File: config.mk
export PLATFORM = sky130hd
export DESIGN_NAME = dfc_decimator
export DESIGN_NICKNAME = d
export VERILOG_FILES = /design/src/logic/dfc_pkg.sv /design/src/logic/dfc_fifo.sv /design/src/logic/dfc_decimator.sv
export VERILOG_INCLUDE_DIRS = /design/src /design/src/logic
export SDC_FILE = /design/constraint.sdc
export NUM_CORES = 2
export LEC_CHECK = 0
export BUFFER_PORTS_ARGS = -buffer_cell sky130_fd_sc_hd__buf_2
export CORE_AREA = 5 5 441 312
export CTS_CLUSTER_DIAMETER = 60
export DETAILED_ROUTE_END_ITERATION = 12
export DIE_AREA = 0 0 446 317
export GPL_TIMING_DRIVEN = 1
export PLACE_DENSITY = 0.74
export SYNTH_ARGS = -nofsm -noshare
export SYNTH_HDL_FRONTEND = slang
export SYNTH_HIERARCHICAL = 1
export SYNTH_SLANG_ARGS = --single-unit
File: constraint.sdc
create_clock -name core_clk -period 12.73 [get_ports core_clk]
set_clock_uncertainty 0.1 [all_clocks]
set_input_delay 0.6365 -clock core_clk [delete_from_list [all_inputs] [get_ports core_clk]]
set_output_delay 0.6365 -clock core_clk [all_outputs]
set_load 0.01 [all_outputs]
File: src/logic/dfc_consts.svh
// Numeric constants of the decimation filter and correction datapath.
// Assumes inclusion by the package and the design module only.
`ifndef DFC_CONSTS_SVH
`define DFC_CONSTS_SVH
`define DFC_OFFSET_RESET 24'h000000
`define DFC_GAIN_RESET   24'h800000
`define DFC_GAIN_FRAC    23
`define DFC_RES_MAX      24'h7fffff
`define DFC_RES_MIN      24'h800000
`define DFC_SINC3_CAP    4'ha
`define DFC_TURBO_LOG2   4'h6
`define DFC_RATIO_BASE   4'h7
`define DFC_FAST_COUNT   2'h2
`define DFC_SETTLE_MUL   3
`define DFC_SETTLE_ADD   48
`define DFC_SETTLE_BASE  1024
`define DFC_NORM_LOG2    6'h16
`endif

File: src/logic/dfc_pkg.sv
// Types of the decimation filter and correction datapath.
// Assumes the constants header sits beside it.
`include "dfc_consts.svh"
package dfc_pkg;
  typedef struct packed {
    logic [23:0] offset;
    logic [23:0] gain;
  } dfc_corr_t;
  typedef enum logic [0:0] {DFC_FAST, DFC_SINC3} dfc_path_t;
endpackage

File: src/logic/dfc_fifo.sv
// Small result FIFO with valid/ready on both sides.
// Assumes one clock and an active-low asynchronous reset.
`timescale 1ns/1ps
module dfc_fifo
  import dfc_pkg::*;
#(
  parameter int WIDTH = 24,
  parameter int DEPTH = 4
) (
  input  wire logic             core_clk, // Clock.
  input  wire logic             rst_n,    // Reset, active low.
  input  wire logic             clkEn,    // Clock enable.
  input  wire logic             inValid,  // Write request.
  output logic                  inReady,  // Room available.
  input  wire logic [WIDTH-1:0] inData,   // Write data.
  output logic                  outValid, // Data available.
  input  wire logic             outReady, // Read accept.
  output logic      [WIDTH-1:0] outData   // Head data.
);
  localparam int AW = $clog2(DEPTH);
  logic [WIDTH-1:0] mem [DEPTH];
  logic [AW-1:0]    wrPtr;
  logic [AW-1:0]    rdPtr;
  logic [AW:0]      count;
  wire              doWr = inValid && inReady && clkEn;
  wire              doRd = outValid && outReady && clkEn;
  assign inReady  = (count != (AW+1)'(DEPTH));
  assign outValid = (count != '0);
  assign outData  = mem[rdPtr];
  always_ff @(posedge core_clk)
  begin
    if (doWr)
    begin
      mem[wrPtr] <= inData;
    end
  end
  always_ff @(posedge core_clk or negedge rst_n)
  begin
    if (!rst_n)
    begin
      wrPtr <= '0;
      rdPtr <= '0;
      count <= '0;
    end
    else
    begin
      if (doWr)
      begin
        wrPtr <= (wrPtr == AW'(DEPTH-1)) ? '0 : wrPtr + 1'b1;
      end
      if (doRd)
      begin
        rdPtr <= (rdPtr == AW'(DEPTH-1)) ? '0 : rdPtr + 1'b1;
      end
      count <= count + (AW+1)'(doWr) - (AW+1)'(doRd);
    end
  end
endmodule // dfc_fifo

File: src/logic/dfc_decimator.sv
// Sinc3 decimator with fast-settling sinc1 path, sinc1 averager and correction.
// Assumes the modulator bit arrives from another domain with a rate strobe.
`timescale 1ns/1ps
`include "dfc_consts.svh"
// Functional notes
// - Switch to sinc3 after two conversions.
// - Ratios 64..1024 feed sinc3 straight through.
// - Ratios 2048+ use sinc3 at 1024.
// - Sinc1 averages 2,4,8 or 16 outputs.
// - Sinc3 realises cubed moving-sum response.
// - Nulls at data-rate multiples, scale with rate.
// - Restart settling on enable, mux, gain, resync.
// - Unsettled results are output, never flagged.
// - Settling cycles 3N+48 or (2+2A)*1024+48.
// - Subtract signed 24-bit offset.
// - Multiply by unsigned 1.23 gain.
// - Correction is always applied.
// - Offset resets to zero, gain to unity.
// - Fast sinc1 path runs after reset.
// - Three-bit ratio plus turbo: nine ratios.
module dfc_decimator
  import dfc_pkg::*;
#(
  parameter int FIFO_DEPTH = 4
) (
  input  wire logic        core_clk,     // 100 MHz clock.
  input  wire logic        rst_n,        // Reset, active low.
  input  wire logic        clkEn,        // Freezes all state when low.
  input  wire logic        modBit,       // Modulator bitstream pin.
  input  wire logic        modStrobe,    // Modulator rate strobe pin.
  input  wire logic        convEnable,   // Converter enabled.
  input  wire logic        resync,       // Resynchronisation pulse.
  input  wire logic        inputChange,  // Input selection or gain changed.
  input  wire logic [2:0]  ratioSel,     // Decimation ratio field.
  input  wire logic        turbo,        // Selects ratio 64.
  input  wire dfc_corr_t   corr,         // Correction values.
  input  wire logic        corrLoad,     // Load correction values.
  output logic             resValid,     // Result available.
  input  wire logic        resReady,     // Host takes result.
  output logic [23:0]      resData,      // Corrected result.
  output dfc_path_t        path,         // Active filter path.
  output logic             settling,     // Settling interval running.
  output logic [15:0]      settleCycles  // Current settling length.
);
  ////////////////////////////////////////////////////////////////////////
  // Input synchronisers.
  logic [1:0] bitSync;
  logic [1:0] stbSync;
  logic       stbLast;
  wire        modTick = stbSync[1] && !stbLast && clkEn;
  wire        sample  = bitSync[1];
  always_ff @(posedge core_clk or negedge rst_n)
  begin
    if (!rst_n)
    begin
      bitSync <= '0;
      stbSync <= '0;
      stbLast <= 1'b0;
    end
    else if (clkEn)
    begin
      bitSync <= {bitSync[0], modBit};
      stbSync <= {stbSync[0], modStrobe};
      stbLast <= stbSync[1];
    end
  end
  ////////////////////////////////////////////////////////////////////////
  // Ratio decoding.
  wire [3:0] ratioLog2 = turbo ? `DFC_TURBO_LOG2 : `DFC_RATIO_BASE + {1'b0, ratioSel};
  wire       useAvg    = ratioLog2 > `DFC_SINC3_CAP;
  wire [3:0] s3Log2    = useAvg ? `DFC_SINC3_CAP : ratioLog2;
  wire [3:0] avgLog2   = useAvg ? ratioLog2 - `DFC_SINC3_CAP : 4'h0;
  wire [15:0] s3Len    = 16'h1 << s3Log2;
  wire [15:0] avgLen   = 16'h1 << avgLog2;
  wire       restart   = !convEnable || resync || inputChange;
  ////////////////////////////////////////////////////////////////////////
  // Sinc3 integrators at modulator rate and comb at decimated rate; sinc1 fast path alongside.
  logic signed [35:0] integ [3];
  logic signed [35:0] combDly [3];
  logic [13:0]        phase;
  logic signed [15:0] fastAcc;
  wire                s3Done = modTick && (phase == 14'(s3Len - 16'h1));
  wire signed [35:0]  inVal  = sample ? 36'sd1 : -36'sd1;
  wire signed [15:0]  fastSum = fastAcc + 16'(inVal);
  logic signed [35:0] combOut [4];
  assign combOut[0] = integ[2];
  genvar gi;
  generate
    for (gi = 0; gi < 3; gi++)
    begin : gComb
      assign combOut[gi+1] = combOut[gi] - combDly[gi];
    end
  endgenerate
  always_ff @(posedge core_clk or negedge rst_n)
  begin
    if (!rst_n)
    begin
      integ   <= '{default: '0};
      combDly <= '{default: '0};
      phase   <= '0;
      fastAcc <= '0;
    end
    else if (restart && clkEn)
    begin
      integ   <= '{default: '0};
      combDly <= '{default: '0};
      phase   <= '0;
      fastAcc <= '0;
    end
    else if (modTick)
    begin
      integ[0] <= integ[0] + inVal;
      integ[1] <= integ[1] + integ[0];
      integ[2] <= integ[2] + integ[1];
      phase    <= s3Done ? '0 : phase + 14'h1;
      fastAcc  <= s3Done ? '0 : fastSum;
      if (s3Done)
      begin
        combDly <= '{combOut[0], combOut[1], combOut[2]};
      end
    end
  end
  // Normalise the filter gain so that a full-scale bitstream gives half the 24-bit range.
  // The spare bit leaves room for the offset subtraction; small ratios need a left shift.
  wire [5:0]         s3Exp    = 6'(3 * s3Log2);
  wire               s3Up     = s3Exp < `DFC_NORM_LOG2;
  wire [5:0]         s3Shift  = s3Up ? `DFC_NORM_LOG2 - s3Exp : s3Exp - `DFC_NORM_LOG2;
  wire signed [35:0] s3Norm   = s3Up ? combOut[3] <<< s3Shift : combOut[3] >>> s3Shift;
  wire signed [23:0] fastNorm = 24'(32'(fastSum) <<< (`DFC_NORM_LOG2 - 6'(s3Log2)));
  ////////////////////////////////////////////////////////////////////////
  // Path choice, sinc1 averager, settling counter.
  logic [1:0]         fastCnt;
  logic [4:0]         avgCnt;
  logic signed [28:0] avgAcc;
  logic [15:0]        settleCnt;
  logic               rawValid;
  logic signed [23:0] rawData;
  wire [4:0]  avgLast  = 5'(avgLen - 16'h1);
  wire signed [28:0] avgSum = avgAcc + 29'(s3Norm);
  wire signed [23:0] avgOut = 24'(avgSum >>> avgLog2);
  wire        avgDone  = s3Done && (!useAvg || avgCnt == avgLast);
  wire        fifoIn;
  assign path         = (fastCnt == `DFC_FAST_COUNT) ? DFC_SINC3 : DFC_FAST;
  assign settleCycles = useAvg ? 16'((2 + 2 * avgLen) * `DFC_SETTLE_BASE + `DFC_SETTLE_ADD)
                               : 16'(`DFC_SETTLE_MUL * s3Len + `DFC_SETTLE_ADD);
  assign settling     = settleCnt != settleCycles;
  always_ff @(posedge core_clk or negedge rst_n)
  begin
    if (!rst_n)
    begin
      fastCnt   <= '0;
      avgCnt    <= '0;
      avgAcc    <= '0;
      settleCnt <= '0;
      rawValid  <= 1'b0;
      rawData   <= '0;
    end
    else if (clkEn)
    begin
      rawValid <= 1'b0;
      if (restart)
      begin
        avgCnt    <= '0;
        avgAcc    <= '0;
        settleCnt <= '0;
      end
      else
      begin
        if (settling)
        begin
          settleCnt <= settleCnt + 16'h1;
        end
        if (s3Done)
        begin
          avgCnt <= (useAvg && avgCnt != avgLast) ? avgCnt + 5'h1 : 5'h0;
          avgAcc <= (useAvg && avgCnt != avgLast) ? avgSum : 29'h0;
        end
        if (avgDone)
        begin
          rawValid <= 1'b1;
          rawData  <= (path == DFC_FAST) ? fastNorm : (useAvg ? avgOut : 24'(s3Norm));
          if (path == DFC_FAST)
          begin
            fastCnt <= fastCnt + 2'h1;
          end
        end
      end
    end
  end
  ////////////////////////////////////////////////////////////////////////
  // Correction: offset, gain, saturation.
  dfc_corr_t corrReg;
  always_ff @(posedge core_clk or negedge rst_n)
  begin
    if (!rst_n)
    begin
      corrReg <= '{offset: `DFC_OFFSET_RESET, gain: `DFC_GAIN_RESET};
    end
    else if (clkEn && corrLoad)
    begin
      corrReg <= corr;
    end
  end
  wire signed [24:0] offRes  = 25'(rawData) - 25'(signed'(corrReg.offset));
  wire signed [49:0] prod    = 50'(offRes) * 50'(signed'({1'b0, corrReg.gain}));
  wire signed [49:0] scaled  = prod >>> `DFC_GAIN_FRAC;
  wire               ovHi    = scaled > 50'(signed'(`DFC_RES_MAX));
  wire               ovLo    = scaled < 50'(signed'(`DFC_RES_MIN));
  wire [23:0]        corrOut = ovHi ? `DFC_RES_MAX : (ovLo ? `DFC_RES_MIN : scaled[23:0]);
  logic              corrValid;
  logic [23:0]       corrData;
  always_ff @(posedge core_clk or negedge rst_n)
  begin
    if (!rst_n)
    begin
      corrValid <= 1'b0;
      corrData  <= '0;
    end
    else if (clkEn)
    begin
      corrValid <= rawValid;
      corrData  <= corrOut;
    end
  end
  ////////////////////////////////////////////////////////////////////////
  // Output buffer; a full FIFO drops the newest result.
  dfc_fifo #(.WIDTH(24), .DEPTH(FIFO_DEPTH)) uFifo (
    .core_clk (core_clk),
    .rst_n    (rst_n),
    .clkEn    (clkEn),
    .inValid  (corrValid),
    .inReady  (fifoIn),
    .inData   (corrData),
    .outValid (resValid),
    .outReady (resReady),
    .outData  (resData)
  );
endmodule // dfc_decimator

# After elaboration in Yosys (flattened, before gate mapping)
# Memory sizes are Yosys's and may differ from the RTL's.
# Cells that the tools add are included.
# word_totals
regBits	408
ramBits	96
in_bits	62
out_inout_bits	43
memories	1
# mem_list
name	depth	width	read_ports	rd_ports_with_merged_regs	wr	line_no	source
uFifo.mem	4	24	1	0	1	dfc_fifo.sv:21	logic [WIDTH-1:0] mem [DEPTH];
# classes
n_addsub	27
multipliers	3
n_lt_le_gt_ge	4
n_eq_ne	8
n_shift	6
mux	37
bitwise	2
n_reduce_logical	27
# op_table
operator	count
$mux W108	5
$mux W29	4
$add A36 B36 Y36	3
$sub A36 B36 Y36	3
$mux W16	6
$mux W24	4
$mul A25 B25 Y50	1
$mux W14	3
$mux W36	1
$sshl A36 B6 Y29	1
$sshr A36 B6 Y29	1
$add A16 B6 Y16 const B	2
$add A29 B29 Y29	1
$sshr A29 B4 Y24	1
$gt A27 B24 Y1 const B	1
$lt A27 B24 Y1 const B	1
$sub A24 B24 Y25	1
$sshl A16 B6 Y24	1
$add A16 B1 Y16 const B	1
$add A16 B16 Y16	1
$mul A2 B16 Y16 const A	1
$ne A16 B16 Y1	1
$shl A1 B4 Y16 const A	1
$mux W5	3
35 further kinds	66

# Logic depth before layout (Yosys ltp)
# logic_depth
ltp_word	13
mapped_depth	60
mapped_depth_nobuf	59

# By module
# Netlist, hierarchy kept.
# by_module_without_submodules
module	n_inst	cells_each	area_per_inst_um2	seq_area_each_um2
dfc_decimator	1	7002	58033.2	10035.9
dfc_fifo	1	166	3940.0	3057.9

# Worst setup path after synthesis
# OpenSTA, ideal clock, no wires.
# synth_timing
path_type	register to register
from	reg rawData[0]
to	reg corrData[10]
setup_ns	0.077
t_arrival_ns	10.745
setup_slack_ns	1.808
stages_incl_launch_ff	50
n_path_buf	2
synth_period_minus_slack_ns	10.922
path_cell_list	dfrtp_1 > inv_1 > ha_1 > inv_1 > fa_1 > a21o_1 > a21oi_1 > o21ai_0 > a21oi_1 > o21ai_0 > a21oi_1 > o21bai_1 > a21oi_1 > o21bai_1 > a21o_1 > a21o_1 > o21a_1 > nor2_1 > (+14 left out) > fa_1 > ha_1 > a21o_1 > a21o_1 > a21oi_1 > nor2_1 > a21oi_1 > a21oi_1 > or4_1 > a311oi_1 > o21ai_1 > a21o_1 > a21oi_1 > xor2_1 > o31ai_1 > clkbuf_1 > nand2_1 > a21oi_1
# synth_via
elab_chain_len	5
# synth_rtl
item	line_no	source
from (decl)	dfc_decimator.sv:137	logic signed [23:0] rawData;
from (signal assigned)	dfc_decimator.sv:181	rawData <= (path == DFC_FAST) ? fastNorm : (useAvg ? avgOut : 24'(s3Norm));
$sub A24 B24 Y25 (*)	dfc_decimator.sv:204	wire signed [24:0] offRes = 25'(rawData) - 25'(signed'(corrReg.offset));
$mul A25 B25 Y50 (*)	dfc_decimator.sv:205	wire signed [49:0] prod = 50'(offRes) * 50'(signed'({1'b0, corrReg.gain}));
$lt A27 B24 Y1	dfc_decimator.sv:208	wire ovLo = scaled < 50'(signed'(`DFC_RES_MIN));
$mux W24	dfc_decimator.sv:209	wire [23:0] corrOut = ovHi ? `DFC_RES_MAX : (ovLo ? `DFC_RES_MIN : scaled[23:0]);
$mux W24 (*)	dfc_decimator.sv:209	
to (signal assigned)	dfc_decimator.sv:222	corrData <= corrOut;
to (decl)	dfc_decimator.sv:211	logic [23:0] corrData;
# Mark *: on every way between the ends. The rest lies on a longest branch, timed or not.
# A chain may end at the register's enable or synchronous reset.

# Worst setup path in the final report
# layout_timing
from	reg integ (netlist bit combOut[108])
to	reg rawData[15]
# layout_via
elab_chain_len	9
# layout_rtl
item	line_no	source
from (decl)	dfc_decimator.sv:78	logic signed [35:0] integ [3];
$sub A36 B36 Y36 (*) (3 in series)	dfc_decimator.sv:91	assign combOut[gi+1] = combOut[gi] - combDly[gi];
$sshr A36 B6 Y29 or $sshl A36 B6 Y29 (tied branches)	dfc_decimator.sv:128	wire signed [35:0] s3Norm = s3Up ? combOut[3] <<< s3Shift : combOut[3] >>> s3Shift;
$mux W29 (*)	dfc_decimator.sv:128	
$add A29 B29 Y29	dfc_decimator.sv:139	wire signed [28:0] avgSum = avgAcc + 29'(s3Norm);
$sshr A29 B4 Y24	dfc_decimator.sv:140	wire signed [23:0] avgOut = 24'(avgSum >>> avgLog2);
$mux W24 (*) (2 in series)	dfc_decimator.sv:181	
# Marks and branches as above.

==> reports/metrics.cfg <==
[clock_network]
cts_tree = built
numCtsBuffers = 57
cts-root-buf = clkbuf_16
clk_pin_slew_ns = 0.07
cts_sinks = 504
cts_max_level = 2
clkLatencyLatePin_ns = 0.68
cts_buffer_depth = 3

[critical_path]
worstSetupPathType = reg2reg
worst_r2r_path_depth = 54
cp-start-kind = flop
r2r_end = rawData[15]
critPathRequiredTime_ns = 13.17
critPathSlowestCell = fa_1
cpMostUsedCell = a21oi_1
critPathCaptureType = flop
arrival_ns = 12.46
slowest_delay_ns = 0.44
r2r_start = combOut[108]
reg2reg_slack_ns = 0.71
cp_max_fo = 9

[route]
drc_errors = 0
dr.pass1.iters = 8
wirelength_um = 186700
drt_iter0_drc = 5483
viasPerCell = 5.888
wire_per_inst_um = 20.91
ant_nets = 0
num_vias = 52560

[placed_design]
io_buffers = 104
dp_cells = 8810
hpwl_um = 142700
gp_congestion = 0.9878

[global_routing]
overflow = 0
grt_max_degree = 144
grt_pass1_vias = 51140
gr-usage-all-layers_pct = 26.07
antenna_found_initial = 10
grt_pass1_wl_um = 293200

[synthesis]
async_reset_ff_share_pct = 80.95
synth_area_per_cell_um2 = 8.646
synth.top_cell.area_share_pct = 20.80
ys_seq_area_share_pct = 21.13
synth_ff_type = dfrtp_1
synth_seq_cells = 504
synth_top_family_by_area = adder cells
synthXorXnorAreaFrac_pct = 4.597
synth_area_um2 = 61970
synth-edff-count = 96
syn-instance-count = 7168
yosys-top-cells-count = nand2_1 (1053), inv_1 (865), fa_1 (644)
synth_compound_area_share_pct = 16.08
yosysWarnings = 6
yosysMostFrequentCell = nand2_1
synth_adder_area_share_pct = 30.41
synth_area_leaders = fa_1 (21%), dfrtp_1 (16%), ha_1 (9.6%), nand2_1 (6.4%), inv_1 (5.2%)
synth_area_leader_cell = fa_1
ys_types = 104
muxShareOfSynthArea_pct = 3.681
synthSimpleGateAreaFrac_pct = 16.64

[floorplanning]
core_area_um2 = 132700
die_h_um = 317
pin_count = 105
die_area_um2 = 141400
die_w_um = 446
rows = 112
start_util_pct = 46.70

[timing]
worst_pin_slew_ns = 1.237
setup_tns_ns = 0
period_minus_slack_ns = 12.02
fmax_mhz = 83.18
setup_viol = 0
rsz0062_at_grt = no
max_slew_margin_pct = 16.94
finalHoldViolations = 0
slew_viol_final = 0
min_period_over_period_pct = 94.44

[cells_and_area]
stdcell_count = 8927
final_nets = 8289
multi_input_area_um2 = 44730
synthToLayoutAreaGrowth_pct = 7.521
drive_gt1_share_pct = 7.479
seqCellArea_um2 = 13090
n_fill_cell = 12140

[flow_run]
drv_cap = 0

[worst_hold_path]
hold_class = in2reg
min_to = corrReg[23]
hold_path_depth = 2
hold_start = corr[23]

[run_status]
outcome = finished, final reports clean

[metal layers]
| metal | up-vias | part of all wire [%] | global-route usage (%) |
|---|---|---|---|
| li1 | 23780 | - | - |
| met1 | 25840 | 44 | 38.53 |
| met4 | 2 | 3.0 | 6.614 |
| met2 | 2625 | 41 | 37.42 |
| met3 | 316 | 12 | 7.635 |
| met5 | - | 0.0070 | 0 |
[worst max-delay path, delay by kind of cell (launching register included)]
kind	cells	cell delay, ns
AO/OA/AOI/OAI	34	7.11
multiplexers	1	0.35
flip-flops	1	0.40
adder cells (fa/ha/maj)	6	2.02
buffers and inverters	3	0.22
XOR/XNOR	3	0.79
AND/OR/NAND/NOR	7	0.93
[per-stage QoR]
stage	area, um2	setup WS (ns)	util [%]	hold slack, ns
CTS	66450	0.02281	50.07	0.05419
finish	66630	0.7076	50.21	0.09187
global route	66620	0.04413	50.20	0.06148
detailed placement	64540	0.08045	48.64	0.3728
floorplan	62000	1.808	-	0.2409
global placement	64540	0.4894	48.64	0.3670
[registers in the layout, summed over array words and instances (netlist names)]
name	count
integ	72
combOut	36
bitSync	2
fastCnt	2
settleCnt	16
stbLast	1
uFifo/wrPtr	2
phase	14
avgCnt	5
corrValid	1
avgAcc	29
combDly	108
corrReg	48
uFifo/count	3
corrData	24
rawData	24
fastAcc	16
uFifo/mem	96
rawValid	1
stbSync	2
uFifo/rdPtr	2
[worst max path at each step]
| stage | start | slack [ns] | endpoint |
|---|---|---|---|
| final | combOut[108] | 0.71 | rawData[15] |
| after global routing | combOut[108] | 0.04 | rawData[11] |
| after CTS | combOut[108] | 0.02 | rawData[15] |
| after detailed placement | combOut[108] | 0.08 | rawData[11] |
| after global placement | rawData[0] | 0.49 | corrData[1] |
| after floorplan | rawData[0] | 1.81 | corrData[10] |
[layout by cell type (no fill, tap or decap), types with 135 or more instances in the layout]
| master | Yosys | routed |
|---|---|---|
| ha_1 | 476 | 476 |
| fa_1 | 644 | 643 |
| a21oi_1 | 498 | 484 |
| nand2_1 | 1053 | 1050 |
| dfrtp_1 | 407 | 407 |
| a21o_1 | 137 | 135 |
| and2_1 | 257 | 256 |
| o21ai_0 | 363 | 358 |
| xnor2_1 | 200 | 189 |
| inv_1 | 865 | 864 |
| nor2_1 | 398 | 394 |
[area by class of cell]
type | count | area share [%]
Multi-Input combinational cell | 5455 | 67.13
Sequential cell | 504 | 19.65
Inverter | 868 | 4.890
Tap cell | 1767 | 3.318
Clock buffer | 72 | 2.285
Timing Repair Buffer | 221 | 2.142
Clock inverter | 33 | 0.5614
Antenna cell | 7 | 0.02629
[cell families (layout without fill, tap and decap cells)]
family | count (synthesis) | count (layout)
compound gates | 1575 | 1575
xor+xnor | 321 | 321
fa+ha+maj | 1120 | 1120
buf+inv | 1215 | 1194
flops | 504 | 504
mux | 183 | 183
other cells | 2 | 15
simple gates | 2248 | 2248
[timing repair]
item	CTS	global route
endpoints found under the hold margin	91	0
setup buffers	0	4
hold buffers	1	0
setup endpoints to repair	0	49
gates resized for setup	0	35
Power is left out: the tool's default activity adds up to more than one toggle a clock period on the data nets, which glitch-free logic cannot reach.
